$ cat src/logic/udsr_pkg.sv
// Constants and carrier types of the device status readout
package udsr_pkg;

  // ----------------------------------------------------------------
  // Command codes
  // ----------------------------------------------------------------
  localparam logic [7:0]  CMD_FRAME   = 8'hB4;
  localparam logic [7:0]  CMD_IDENT   = 8'hB5;
  localparam logic [7:0]  CMD_IRQ     = 8'hC0;
  localparam logic [7:0]  CMD_UNLOCK  = 8'hB0;
  localparam logic [15:0] UNLOCK_CODE = 16'hAA37;

  // ----------------------------------------------------------------
  // Identification word, values arbitrary
  // ----------------------------------------------------------------
  localparam logic [7:0]  IDENT_CODE_DEF = 8'h5A;
  localparam logic [7:0]  SI_VERSION_DEF = 8'h10;

  // ----------------------------------------------------------------
  // Field layout
  // ----------------------------------------------------------------
  localparam int FRAME_W      = 11;
  localparam int EP_W         = 16;
  localparam int BIT_EP_LO    = 8;
  localparam int BIT_BUS      = 7;
  localparam int BIT_SHORT    = 6;
  localparam int BIT_PTICK    = 5;
  localparam int BIT_SOF      = 4;
  localparam int BIT_DONE     = 3;
  localparam int BIT_SUSP     = 2;
  localparam int BIT_RESUME   = 1;
  localparam int BIT_BRESET   = 0;
  localparam logic [31:0] FLAGS_RST = 32'h0000_0000;
  localparam logic [15:0] WORD_RST  = 16'h0000;
  localparam logic [1:0]  MISS_LIMIT = 2'h3;

  // ----------------------------------------------------------------
  // Timing
  // ----------------------------------------------------------------
  localparam int CLK_MHZ      = 100;
  localparam int PTICK_US     = 1000;
  localparam int PTICK_CYCLES = PTICK_US * CLK_MHZ;

  // ----------------------------------------------------------------
  // Types
  // ----------------------------------------------------------------
  typedef enum logic [2:0] {
    ACC_IDLE, ACC_FRAME, ACC_IDENT, ACC_LOW, ACC_HIGH, ACC_UNLOCK
  } udsr_acc_type;

  typedef struct packed {
    logic        wr;
    logic        rd;
    logic        sel;
    logic [15:0] data;
  } udsr_hreq_type;

  typedef struct packed {
    logic [EP_W-1:0]    ep;
    logic               short_pkt;
    logic               dma_zero;
    logic               sof_ok;
    logic [FRAME_W-1:0] frame;
    logic               resume;
    logic               bus_reset;
  } udsr_evt_type;

endpackage : udsr_pkg

$ cat src/logic/udsr_top.sv
// Command/data port, frame number, identity and interrupt source readout
`timescale 1ns/1ns
`default_nettype none

module udsr_top #(
  parameter int PTICK_CYCLES = udsr_pkg::PTICK_CYCLES
) (
  input  wire logic                   ref_clk,
  input  wire logic                   rstn,
  input  wire udsr_pkg::udsr_hreq_type hreq,
  input  wire udsr_pkg::udsr_evt_type  evt,
  input  wire logic [31:0]            irq_enable_mask,
  input  wire logic [31:0]            irq_clear,
  output logic [15:0]                 bus_dout,
  output logic                        bus_doe,
  output logic                        irq_out,
  output logic                        suspend_out,
  output logic                        locked_out
);

  localparam int CW = $clog2(PTICK_CYCLES + 1);
  localparam logic [CW-1:0] TICK_LAST = CW'(PTICK_CYCLES - 1);
  localparam logic [CW-1:0] CNT_ZERO  = '0;

  // ----------------------------------------------------------------
  // Word selection
  // ----------------------------------------------------------------
  function automatic logic [15:0] frame_word(input logic [udsr_pkg::FRAME_W-1:0] f);
    frame_word = {5'h00, f};
  endfunction : frame_word

  // ----------------------------------------------------------------
  // Bus state and pseudo frame tick
  // ----------------------------------------------------------------
  logic [CW-1:0] tick_cnt_r;
  logic [CW-1:0] tick_cnt_nxt;
  logic [1:0]    miss_r;
  logic [1:0]    miss_nxt;
  logic          sof_seen_r;
  logic          sof_seen_nxt;
  logic          susp_r;
  logic          susp_nxt;
  logic          tick;

  always_comb begin
    tick         = (tick_cnt_r == TICK_LAST);
    tick_cnt_nxt = tick ? CNT_ZERO : tick_cnt_r + CW'(1);
    sof_seen_nxt = sof_seen_r | evt.sof_ok;
    miss_nxt     = miss_r;
    susp_nxt     = susp_r;
    if (tick) begin
      sof_seen_nxt = evt.sof_ok;
      if (sof_seen_r || evt.sof_ok) begin
        miss_nxt = 2'h0;
      end else if (miss_r != udsr_pkg::MISS_LIMIT) begin
        miss_nxt = miss_r + 2'h1;
      end
    end
    if (miss_nxt == udsr_pkg::MISS_LIMIT) begin
      susp_nxt = 1'b1;
    end
    if (evt.resume || evt.bus_reset || evt.sof_ok) begin
      susp_nxt = 1'b0;
      miss_nxt = 2'h0;
    end
  end

  always_ff @(posedge ref_clk) begin
    if (!rstn) begin
      tick_cnt_r <= '0;
      miss_r     <= 2'h0;
      sof_seen_r <= 1'b0;
      susp_r     <= 1'b0;
    end else begin
      tick_cnt_r <= tick_cnt_nxt;
      miss_r     <= miss_nxt;
      sof_seen_r <= sof_seen_nxt;
      susp_r     <= susp_nxt;
    end
  end

  // ----------------------------------------------------------------
  // Frame number and source flags
  // ----------------------------------------------------------------
  logic [udsr_pkg::FRAME_W-1:0] frame_r;
  logic [udsr_pkg::FRAME_W-1:0] frame_nxt;
  logic [31:0]                  flags_r;
  logic [31:0]                  flags_nxt;
  logic [31:0]                  set_vec;

  always_comb begin
    // Frame held across bus reset, content then undefined
    frame_nxt = evt.sof_ok ? evt.frame : frame_r;
    set_vec = 32'h0000_0000;
    set_vec[udsr_pkg::BIT_EP_LO +: udsr_pkg::EP_W] = evt.ep;
    set_vec[udsr_pkg::BIT_SHORT]  = evt.short_pkt;
    set_vec[udsr_pkg::BIT_PTICK]  = tick;
    set_vec[udsr_pkg::BIT_SOF]    = evt.sof_ok;
    set_vec[udsr_pkg::BIT_DONE]   = evt.dma_zero;
    set_vec[udsr_pkg::BIT_SUSP]   = susp_nxt & ~susp_r;
    set_vec[udsr_pkg::BIT_RESUME] = evt.resume;
    set_vec[udsr_pkg::BIT_BRESET] = evt.bus_reset;
    // Set wins over clear
    flags_nxt = (flags_r & ~irq_clear) | set_vec;
    flags_nxt[udsr_pkg::BIT_BUS] = susp_nxt;
    flags_nxt[31:24] = 8'h00;
  end

  always_ff @(posedge ref_clk) begin
    if (!rstn) begin
      frame_r <= '0;
      flags_r <= udsr_pkg::FLAGS_RST;
    end else begin
      frame_r <= frame_nxt;
      flags_r <= flags_nxt;
    end
  end

  // ----------------------------------------------------------------
  // Command/data port
  // ----------------------------------------------------------------
  udsr_pkg::udsr_acc_type acc_r;
  udsr_pkg::udsr_acc_type acc_nxt;
  logic [15:0] hi_r;
  logic [15:0] hi_nxt;
  logic        lock_r;
  logic        lock_nxt;
  logic [15:0] dout_r;
  logic [15:0] dout_nxt;
  logic        doe_r;
  logic        doe_nxt;
  logic        irq_r;
  logic        irq_nxt;
  logic        rd_ok;

  always_comb begin
    acc_nxt  = acc_r;
    hi_nxt   = hi_r;
    lock_nxt = lock_r | (susp_nxt & ~susp_r);
    dout_nxt = dout_r;
    doe_nxt  = 1'b0;
    irq_nxt  = |(flags_r & irq_enable_mask);
    rd_ok    = hreq.rd && !hreq.wr && !hreq.sel && !lock_r;
    if (hreq.wr && hreq.sel) begin
      case (hreq.data[7:0])
        udsr_pkg::CMD_FRAME:  acc_nxt = udsr_pkg::ACC_FRAME;
        udsr_pkg::CMD_IDENT:  acc_nxt = udsr_pkg::ACC_IDENT;
        udsr_pkg::CMD_IRQ:    acc_nxt = udsr_pkg::ACC_LOW;
        udsr_pkg::CMD_UNLOCK: acc_nxt = udsr_pkg::ACC_UNLOCK;
        default:              acc_nxt = udsr_pkg::ACC_IDLE;
      endcase
    end else if (hreq.wr && !hreq.sel) begin
      if (acc_r == udsr_pkg::ACC_UNLOCK && hreq.data == udsr_pkg::UNLOCK_CODE) begin
        lock_nxt = susp_nxt & ~susp_r;
      end
      acc_nxt = udsr_pkg::ACC_IDLE;
    end else if (rd_ok) begin
      case (acc_r)
        udsr_pkg::ACC_FRAME: begin
          dout_nxt = frame_word(frame_r);
          doe_nxt  = 1'b1;
          acc_nxt  = udsr_pkg::ACC_IDLE;
        end
        udsr_pkg::ACC_IDENT: begin
          dout_nxt = {udsr_pkg::IDENT_CODE_DEF, udsr_pkg::SI_VERSION_DEF};
          doe_nxt  = 1'b1;
          acc_nxt  = udsr_pkg::ACC_IDLE;
        end
        udsr_pkg::ACC_LOW: begin
          dout_nxt = flags_r[15:0];
          hi_nxt   = flags_r[31:16];
          doe_nxt  = 1'b1;
          acc_nxt  = udsr_pkg::ACC_HIGH;
        end
        udsr_pkg::ACC_HIGH: begin
          dout_nxt = hi_r;
          doe_nxt  = 1'b1;
          acc_nxt  = udsr_pkg::ACC_IDLE;
        end
        default: begin
          dout_nxt = udsr_pkg::WORD_RST;
          doe_nxt  = 1'b1;
          acc_nxt  = udsr_pkg::ACC_IDLE;
        end
      endcase
    end
  end

  always_ff @(posedge ref_clk) begin
    if (!rstn) begin
      acc_r  <= udsr_pkg::ACC_IDLE;
      hi_r   <= udsr_pkg::WORD_RST;
      lock_r <= 1'b0;
      dout_r <= udsr_pkg::WORD_RST;
      doe_r  <= 1'b0;
      irq_r  <= 1'b0;
    end else begin
      acc_r  <= acc_nxt;
      hi_r   <= hi_nxt;
      lock_r <= lock_nxt;
      dout_r <= dout_nxt;
      doe_r  <= doe_nxt;
      irq_r  <= irq_nxt;
    end
  end

  assign bus_dout    = dout_r;
  assign bus_doe     = doe_r;
  assign irq_out     = irq_r;
  assign suspend_out = susp_r;
  assign locked_out  = lock_r;
endmodule : udsr_top

`default_nettype wire

$ cat config.mk
export PLATFORM = sky130hd
export DESIGN_NAME = udsr_top
export DESIGN_NICKNAME = d
export VERILOG_FILES = /design/src/logic/udsr_pkg.sv /design/src/logic/udsr_top.sv
export SDC_FILE = /design/constraint.sdc
export NUM_CORES = 1
export LEC_CHECK = 0
export BUFFER_PORTS_ARGS = -buffer_cell sky130_fd_sc_hd__buf_4
export CAP_MARGIN = 20
export CORE_MARGIN = 3
export CORE_UTILIZATION = 53
export DETAILED_ROUTE_END_ITERATION = 16
export PLACE_DENSITY = 0.84
export SYNTH_ARGS = -nofsm -noshare
export SYNTH_HDL_FRONTEND = slang
export SYNTH_SLANG_ARGS = --single-unit
$ cat constraint.sdc
create_clock -name ref_clk -period 3.8 [get_ports ref_clk]
set_input_delay 0.95 -clock ref_clk [delete_from_list [all_inputs] [get_ports ref_clk]]
set_output_delay 0.95 -clock ref_clk [all_outputs]
set_load 0.1 [all_outputs]
==> impl_metrics.tcl, run 1 <==
set metrics [dict create \
    area.growth.synth_to_final_pct 30.4 \
    grt_max_degree 68 \
    antenna_found_initial 0 \
    clock_power_share_pct 37.7 \
    drive_gt1_share_pct 29.7 \
    cts_root_buf "clkbuf_8" \
    end_kind "flop" \
    fin_crit_sh_pct 66.0 \
    dp_hpwl_um 7250 \
    drtIter0Drc 221 \
    routed_via_density 5.57 \
    final_cell_mix "122 x buf_4, 85 x dfxtp_1, 53 x nor2b_1" \
    skew_ns 0.0141 \
    max_cap_viol_count 0 \
    hold_violations 0 \
    intPower_uw 1400 \
    leakagePower_uw 0.00195 \
    clock_path_buffers 2 \
    grt.overflow.total 0 \
    ys_types 53 \
    ys_seq_area_share_pct 44.5 \
    synth_nets 511 \
    fp.dieH_um 91.0 \
    clk_latency_ns 0.35 \
    layout_commonest_cell "buf_4" \
    status "finished, final reports clean" \
    period_minus_slack_ns 2.51 \
    synthFlopType "dfxtp_1" \
    post_cts_buffers 0 \
    ys_ff_latch 85 \
    dieArea_sq_um 8280 \
    port_buffers 119 \
    synthCells 393 \
    cts_resized 0 \
    cp_cell_sequence "nor2b_1 -> and3_1 -> mux2i_1 -> nor2b_1" \
    tns_ns 0 \
    drtAntennaViolNets 0 \
    crit_family "simple AND/OR/NAND/NOR gates" \
    drc 0 \
    rsz0062_at_grt "false" \
    cts_hold_buffers 0 \
    slowest_delay_ns 0.73 \
    start_kind "flop" \
    die_x_um 91.0 \
    slew_headroom_pct 36.9 \
    cts_sinks 85 \
    final_util_pct 72.3 \
    ys_async_sr_fraction_pct 0 \
    antenna_cells 0 \
    peakVddDrop_uv 233 \
    worstMarginPinSlew_ns 0.945 \
    critPathKind "reg2reg" \
    holdWs_ns 0.456 \
    cts_buffers 9 \
    seq_power_share_pct 52.2 \
    yosysWarnings 0 \
    setup_viol 0 \
    fin_area_sq_um 4990 \
    grt_pass1_wl_um 16000 \
    synth_edf_count 0 \
    pwr-share-comb_pct 10.0 \
    clk_pin_slew_worst_paths_ns 0.09 \
    p_sw_share_pct 22.2 \
    hold_path_class "reg2reg" \
    worstPathArrival_ns 2.74 \
    place_area_sq_um 4790 \
    p_per_area_nw_per_um2 359 \
    cp_data_required_time_ns 4.04 \
    first_pass_iters 4 \
    syn_area_sq_um 3830 \
    h-tree-depth 3 \
    power_switching_uw 398 \
    routed_wl_um 9890 \
    nets 626 \
    slew_violations 0 \
    core_sq_um 6910 \
    initial_core_util_pct 55.4 \
    io_pins 137 \
    cpMostUsedCell "nor2b_1" \
    cp_slowest_cell "and3_1" \
    syn_avg_cell_area_sq_um 9.74 \
    critPathBufInv 0 \
    crit_fanout 13 \
    cts_tree "built" \
    max_freq_mhz 399 \
    rows 30 \
    num_vias 3385 \
    wl_per_cell_um 16.3 \
    grt_pass1_vias 3297 \
    routabilityCongestion 0.874 \
    grt.total_usage_pct 23.9 \
]
-- power by group through the flow --
stage / sequential [uW] / combinational, uW / clock (uW)
after detailed placement: 958 / 180 / 0
after global placement: 957 / 177 / 0
final: 937 / 180 / 677
after global routing: 941 / 196 / 732
after floorplan: 956 / 75.7 / 0
after CTS: 937 / 181 / 685
-- worst register-to-register path: stages, from the launching register on --
cell     delay (ns)
dfxtp_1        0.59
nor2b_1        0.72
and3_1         0.73
mux2i_1        0.29
nor2b_1        0.07
-- cells in the mapped netlist (8+ instances only) --
library cell  count  area share [%]
a21boi_0          8             1.6
xnor2_1           9             2.1
a21oi_1          10             1.3
nand3b_1          8             1.6
o21a_1           23             4.5
a22oi_1          21             4.1
nand2_1          17             1.7
nand3_1          14             1.8
dfxtp_1          85              44
nor2b_1          53             8.7
mux2i_1          20             5.2
nor2_1           16             1.6
mux2_2            9             2.6
clkbuf_1         12             1.2
-- state kept, by name, indices dropped and copies added (netlist names) --
signal	count
irq_out	1
acc_r	3
bus_dout	16
hi_r	8
miss_r	2
tick_cnt_r	17
flags_r	24
frame_r	11
bus_doe	1
sof_seen_r	1
locked_out	1
-- path summary, 6_finish.rpt --
check,from,end,slack (ns),cells after the start
max,acc_r[0]$_SDFFE_PN0P_,hi_r[2]$_SDFFE_PN0P_,1.29,4
min,tick_cnt_r[0]$_SDFF_PP0_,tick_cnt_r[0]$_SDFF_PP0_,0.46,1
max reg2reg,acc_r[0]$_SDFFE_PN0P_,hi_r[2]$_SDFFE_PN0P_,1.29,4
min reg2reg,tick_cnt_r[0]$_SDFF_PP0_,tick_cnt_r[0]$_SDFF_PP0_,0.46,1
-- layout make-up --
| type | count | area (sq um) |
|---|---|---|
| Clock buffer | 11 | 131 |
| Clock inverter | 4 | 73.8 |
| Fill cell | 560 | 1910 |
| Sequential cell | 85 | 1700 |
| Tap cell | 96 | 120 |
| Inverter | 2 | 7.51 |
| Multi-Input combinational cell | 288 | 2040 |
| Timing Repair Buffer | 122 | 916 |
-- logic make-up after synthesis --
family,Yosys count,share of synthesized area [%]
and+or+nand+nor,163,26.7
DFF,85,44.5
AOI/OAI and AO/OA,83,15.7
muxes,29,7.88
buffers and inverters,20,2.19
xor gates and xnor gates,12,2.75
adders and majority gates,1,0.327
-- per-stage QoR --
stage	power (uW)	std cells	setup WS [ns]
3_5_place_dp	1140	593	1.09
6_report	1790	608	1.29
4_1_cts	1800	608	1.33
5_1_grt	1870	608	1.11
3_3_place_gp	1130	593	1.15
2_1_floorplan	1030	393	1.59
-- per-layer routing --
metal  vias up  global-route usage [%]  part of all wire (%)
met3         8                    8.37                   9.0
met2       121                    39.7                    49
met1      1607                    30.0                    41
met4         0                    4.90                  0.91
met5         -                       0                     0
li1       1649                       -                     -
Power figures use the tool's default switching activity.
==> run 2, diff against run 1 <==
- ABC_AREA: unset -> 1
- CORE_UTILIZATION: 53 -> 44
- PLACE_DENSITY: 0.84 -> 0.75
- clock period: 3.8 -> 2.04 ns (I/O delays scaled with it)
==> run 2 against run 1 <==
Compared with the run above: first-iteration DRC count is 1.4% lower; global-route usage is 3.3 points lower; sequential share of layout area is 0.32 points higher; combinational power is 87% higher; synthesized cell count is 32% higher; maximum frequency is 47% higher; highest routed layer unchanged.
==> impl_metrics.tcl, run 2 <==
set metrics [dict create \
    first_pass_iters 6 \
    end_kind "flop" \
    setup_viol 0 \
    cp_data_required_time_ns 2.28 \
    reg2reg_to "tick_cnt_r[11]$_SDFF_PP0_" \
    routed_wl_um 9930 \
    cts_resized 0 \
    fin_crit_sh_pct 83.9 \
    cpMostUsedCell "nand3_1" \
    cts_sinks 85 \
    yosysMostFrequentCell "nand2_1" \
    grt.total_usage_pct 20.6 \
    synth_edf_count 0 \
    whs_endpoint "flags_r[12]$_SDFF_PN0_" \
    ys_seq_area_share_pct 45.9 \
    core_sq_um 7970 \
    hold_violations 0 \
    ys_types 36 \
    cts_tree "built" \
    yosysTopAreaCell "dfxtp_1" \
    worstPathArrival_ns 1.95 \
    synth_top_family_by_area "simple AND/OR/NAND/NOR gates" \
    dieArea_sq_um 9570 \
    die_x_um 97.8 \
    drtAntennaViolNets 0 \
    max_freq_mhz 584 \
    antenna_cells 0 \
    cp_slowest_cell "dfxtp_1" \
    clk_latency_ns 0.35 \
    clock_power_share_pct 40.9 \
    nFillCells 717 \
    slowest_delay_ns 0.36 \
    grt_pass1_vias 3517 \
    nets 755 \
    worstHoldPathCells 3 \
    synthCells 517 \
    final_cell_mix "124 x buf_4, 96 x nand2_1, 85 x dfxtp_1" \
    cp_cell_sequence "ha_1 -> nand3_1 -> nor2_1 -> nand3_1 -> nand2_2 -> inv_2 -> o21ai_1 -> a21oi_1" \
    slew_violations 0 \
    critPathKind "reg2reg" \
    synthTopCellsByCount "96 x nand2_1, 85 x dfxtp_1, 84 x nor2_1, 62 x inv_1, 56 x a21oi_1" \
    area.growth.synth_to_final_pct 33.3 \
    yosysWarnings 0 \
    top_register "flags_r" \
    drc 0 \
    p_per_area_nw_per_um2 709 \
    grt.overflow.total 0 \
    tns_ns 0 \
    layout_commonest_cell "buf_4" \
    intPower_uw 2700 \
    cts_buffers 9 \
    hp-start "evt[20]" \
    grt_max_degree 44 \
    skew_ns 0.0115 \
    synthAdderAreaFrac_pct 0.337 \
    drtIter0Drc 218 \
    start_kind "flop" \
    synth-compound-area-share_pct 14.7 \
    status "finished, final reports clean" \
    clk_pin_slew_worst_paths_ns 0.09 \
    port_buffers 119 \
    ys_top_cells_by_area "dfxtp_1 46%, nand2_1 9.7%, nor2_1 8.5%" \
    routed_via_density 4.99 \
    synth-simple-area-share_pct 28.7 \
    cts_hold_buffers 0 \
    holdWs_ns 0.356 \
    num_vias 3709 \
    routabilityCongestion 0.812 \
    ys_ff_latch 85 \
    p_sw_share_pct 22.9 \
    power_switching_uw 805 \
    crit_fanout 13 \
    synthMuxAreaShare_pct 0 \
    slew_headroom_pct 65.4 \
    r2r_slack_ns 0.33 \
    wl_per_cell_um 13.3 \
    synth_xor_area_share_pct 1.65 \
    drive_gt1_share_pct 25.9 \
    syn_avg_cell_area_sq_um 7.18 \
    leakagePower_uw 0.00218 \
    peakVddDrop_uv 387 \
    seq_power_share_pct 49.5 \
    grt_pass1_wl_um 16200 \
    post_cts_buffers 0 \
    rows 32 \
    largest_register_ffs 24 \
    r2r-start "tick_cnt_r[0]$_SDFF_PP0_" \
    crit_family "simple AND/OR/NAND/NOR gates" \
    synth_nets 635 \
    fp.dieH_um 97.8 \
    clock_path_buffers 2 \
    io_pins 137 \
    pwr-share-comb_pct 9.6 \
    rsz0062_at_grt "false" \
    synthFlopType "dfxtp_1" \
    period_minus_slack_ns 1.71 \
    synth_top_area_share_pct 45.9 \
    critPathBufInv 1 \
    worstMarginPinSlew_ns 0.517 \
    finalPower_uw 3510 \
    max_cap_viol_count 0 \
    cts_root_buf "clkbuf_8" \
    h-tree-depth 3 \
    initial_core_util_pct 46.6 \
    ys_async_sr_fraction_pct 0 \
    hold_path_class "in2reg" \
    reg2regPathDepth 8 \
    antenna_found_initial 0 \
    dp_hpwl_um 7660 \
    syn_area_sq_um 3710 \
]
==> run 2: cell types whose count changed in the layout (fill, tap and decap cells not counted), sizes merged, moves of 20 or more <==
cell,previous run,this run
o21a,23,0
mux2i,20,0
inv,2,68
a22oi,21,0
nor2b,53,0
nand2,17,101
a21oi,10,57
nor2,16,89
o21ai,4,30
==> run 2: layer usage <==
metal,up-vias,GRT usage (%),share of wire (%)
li1,1911,-,-
met1,1660,27.4,45
met2,124,33.4,46
met3,14,5.00,7.3
met4,0,6.07,1.6
met5,-,0,0
==> run 2: stage by stage <==
step,util (%),instances,cell area [sq um],worst slack (ns)
6_report,62.1,744,4950,0.328
5_1_grt,62.1,744,4950,0.163
4_1_cts,62.1,744,4950,0.337
3_5_place_dp,59.0,728,4700,0.354
3_3_place_gp,59.0,728,4700,0.367
2_1_floorplan,-,517,3710,0.208
==> run 2: worst max-delay path by stage <==
| stage | slack, ns | to | cells past startpoint | from |
|---|---|---|---|---|
| floorplan | 0.21 | acc_r[0]$_SDFFE_PN0P_ | 7 | locked_out$_SDFF_PN0_ |
| global placement | 0.37 | acc_r[0]$_SDFFE_PN0P_ | 8 | hreq[18] |
| detailed placement | 0.35 | acc_r[0]$_SDFFE_PN0P_ | 8 | hreq[18] |
| CTS | 0.34 | tick_cnt_r[11]$_SDFF_PP0_ | 8 | tick_cnt_r[0]$_SDFF_PP0_ |
| global route | 0.16 | tick_cnt_r[11]$_SDFF_PP0_ | 8 | tick_cnt_r[0]$_SDFF_PP0_ |
| finish | 0.33 | tick_cnt_r[11]$_SDFF_PP0_ | 8 | tick_cnt_r[0]$_SDFF_PP0_ |
==> run 2: final cells by class <==
type / count / area [sq um] / share of cell area [%]
clock inverters: 7 / 123 / 2.48
multi-input cells: 349 / 1680 / 34.1
flip-flops and latches: 85 / 1700 / 34.4
clock buffers: 9 / 124 / 2.50
repair buffers: 124 / 931 / 18.8
inverters: 68 / 255 / 5.16
well taps: 102 / 128 / 2.58
==> run 2: cell families after synthesis <==
| family | Yosys count |
|---|---|
| compound gates | 100 |
| fa+ha+maj | 1 |
| simple gates | 241 |
| flops | 85 |
| xor+xnor | 7 |
| buf+inv | 83 |
==> run 2: worst min-delay path, delay by kind of cell <==
family          cells  cell delay [ns]
simple gates        1             0.07
compound gates      1             0.03
buf+inv             1             0.08
==> run 2: power by group through the flow <==
stage | logic, uW | registers (uW) | clock network, uW
finish | 337 | 1740 | 1440
global route | 376 | 1740 | 1530
CTS | 338 | 1740 | 1450
detailed placement | 337 | 1770 | 0
global placement | 330 | 1770 | 0
floorplan | 131 | 1780 | 0
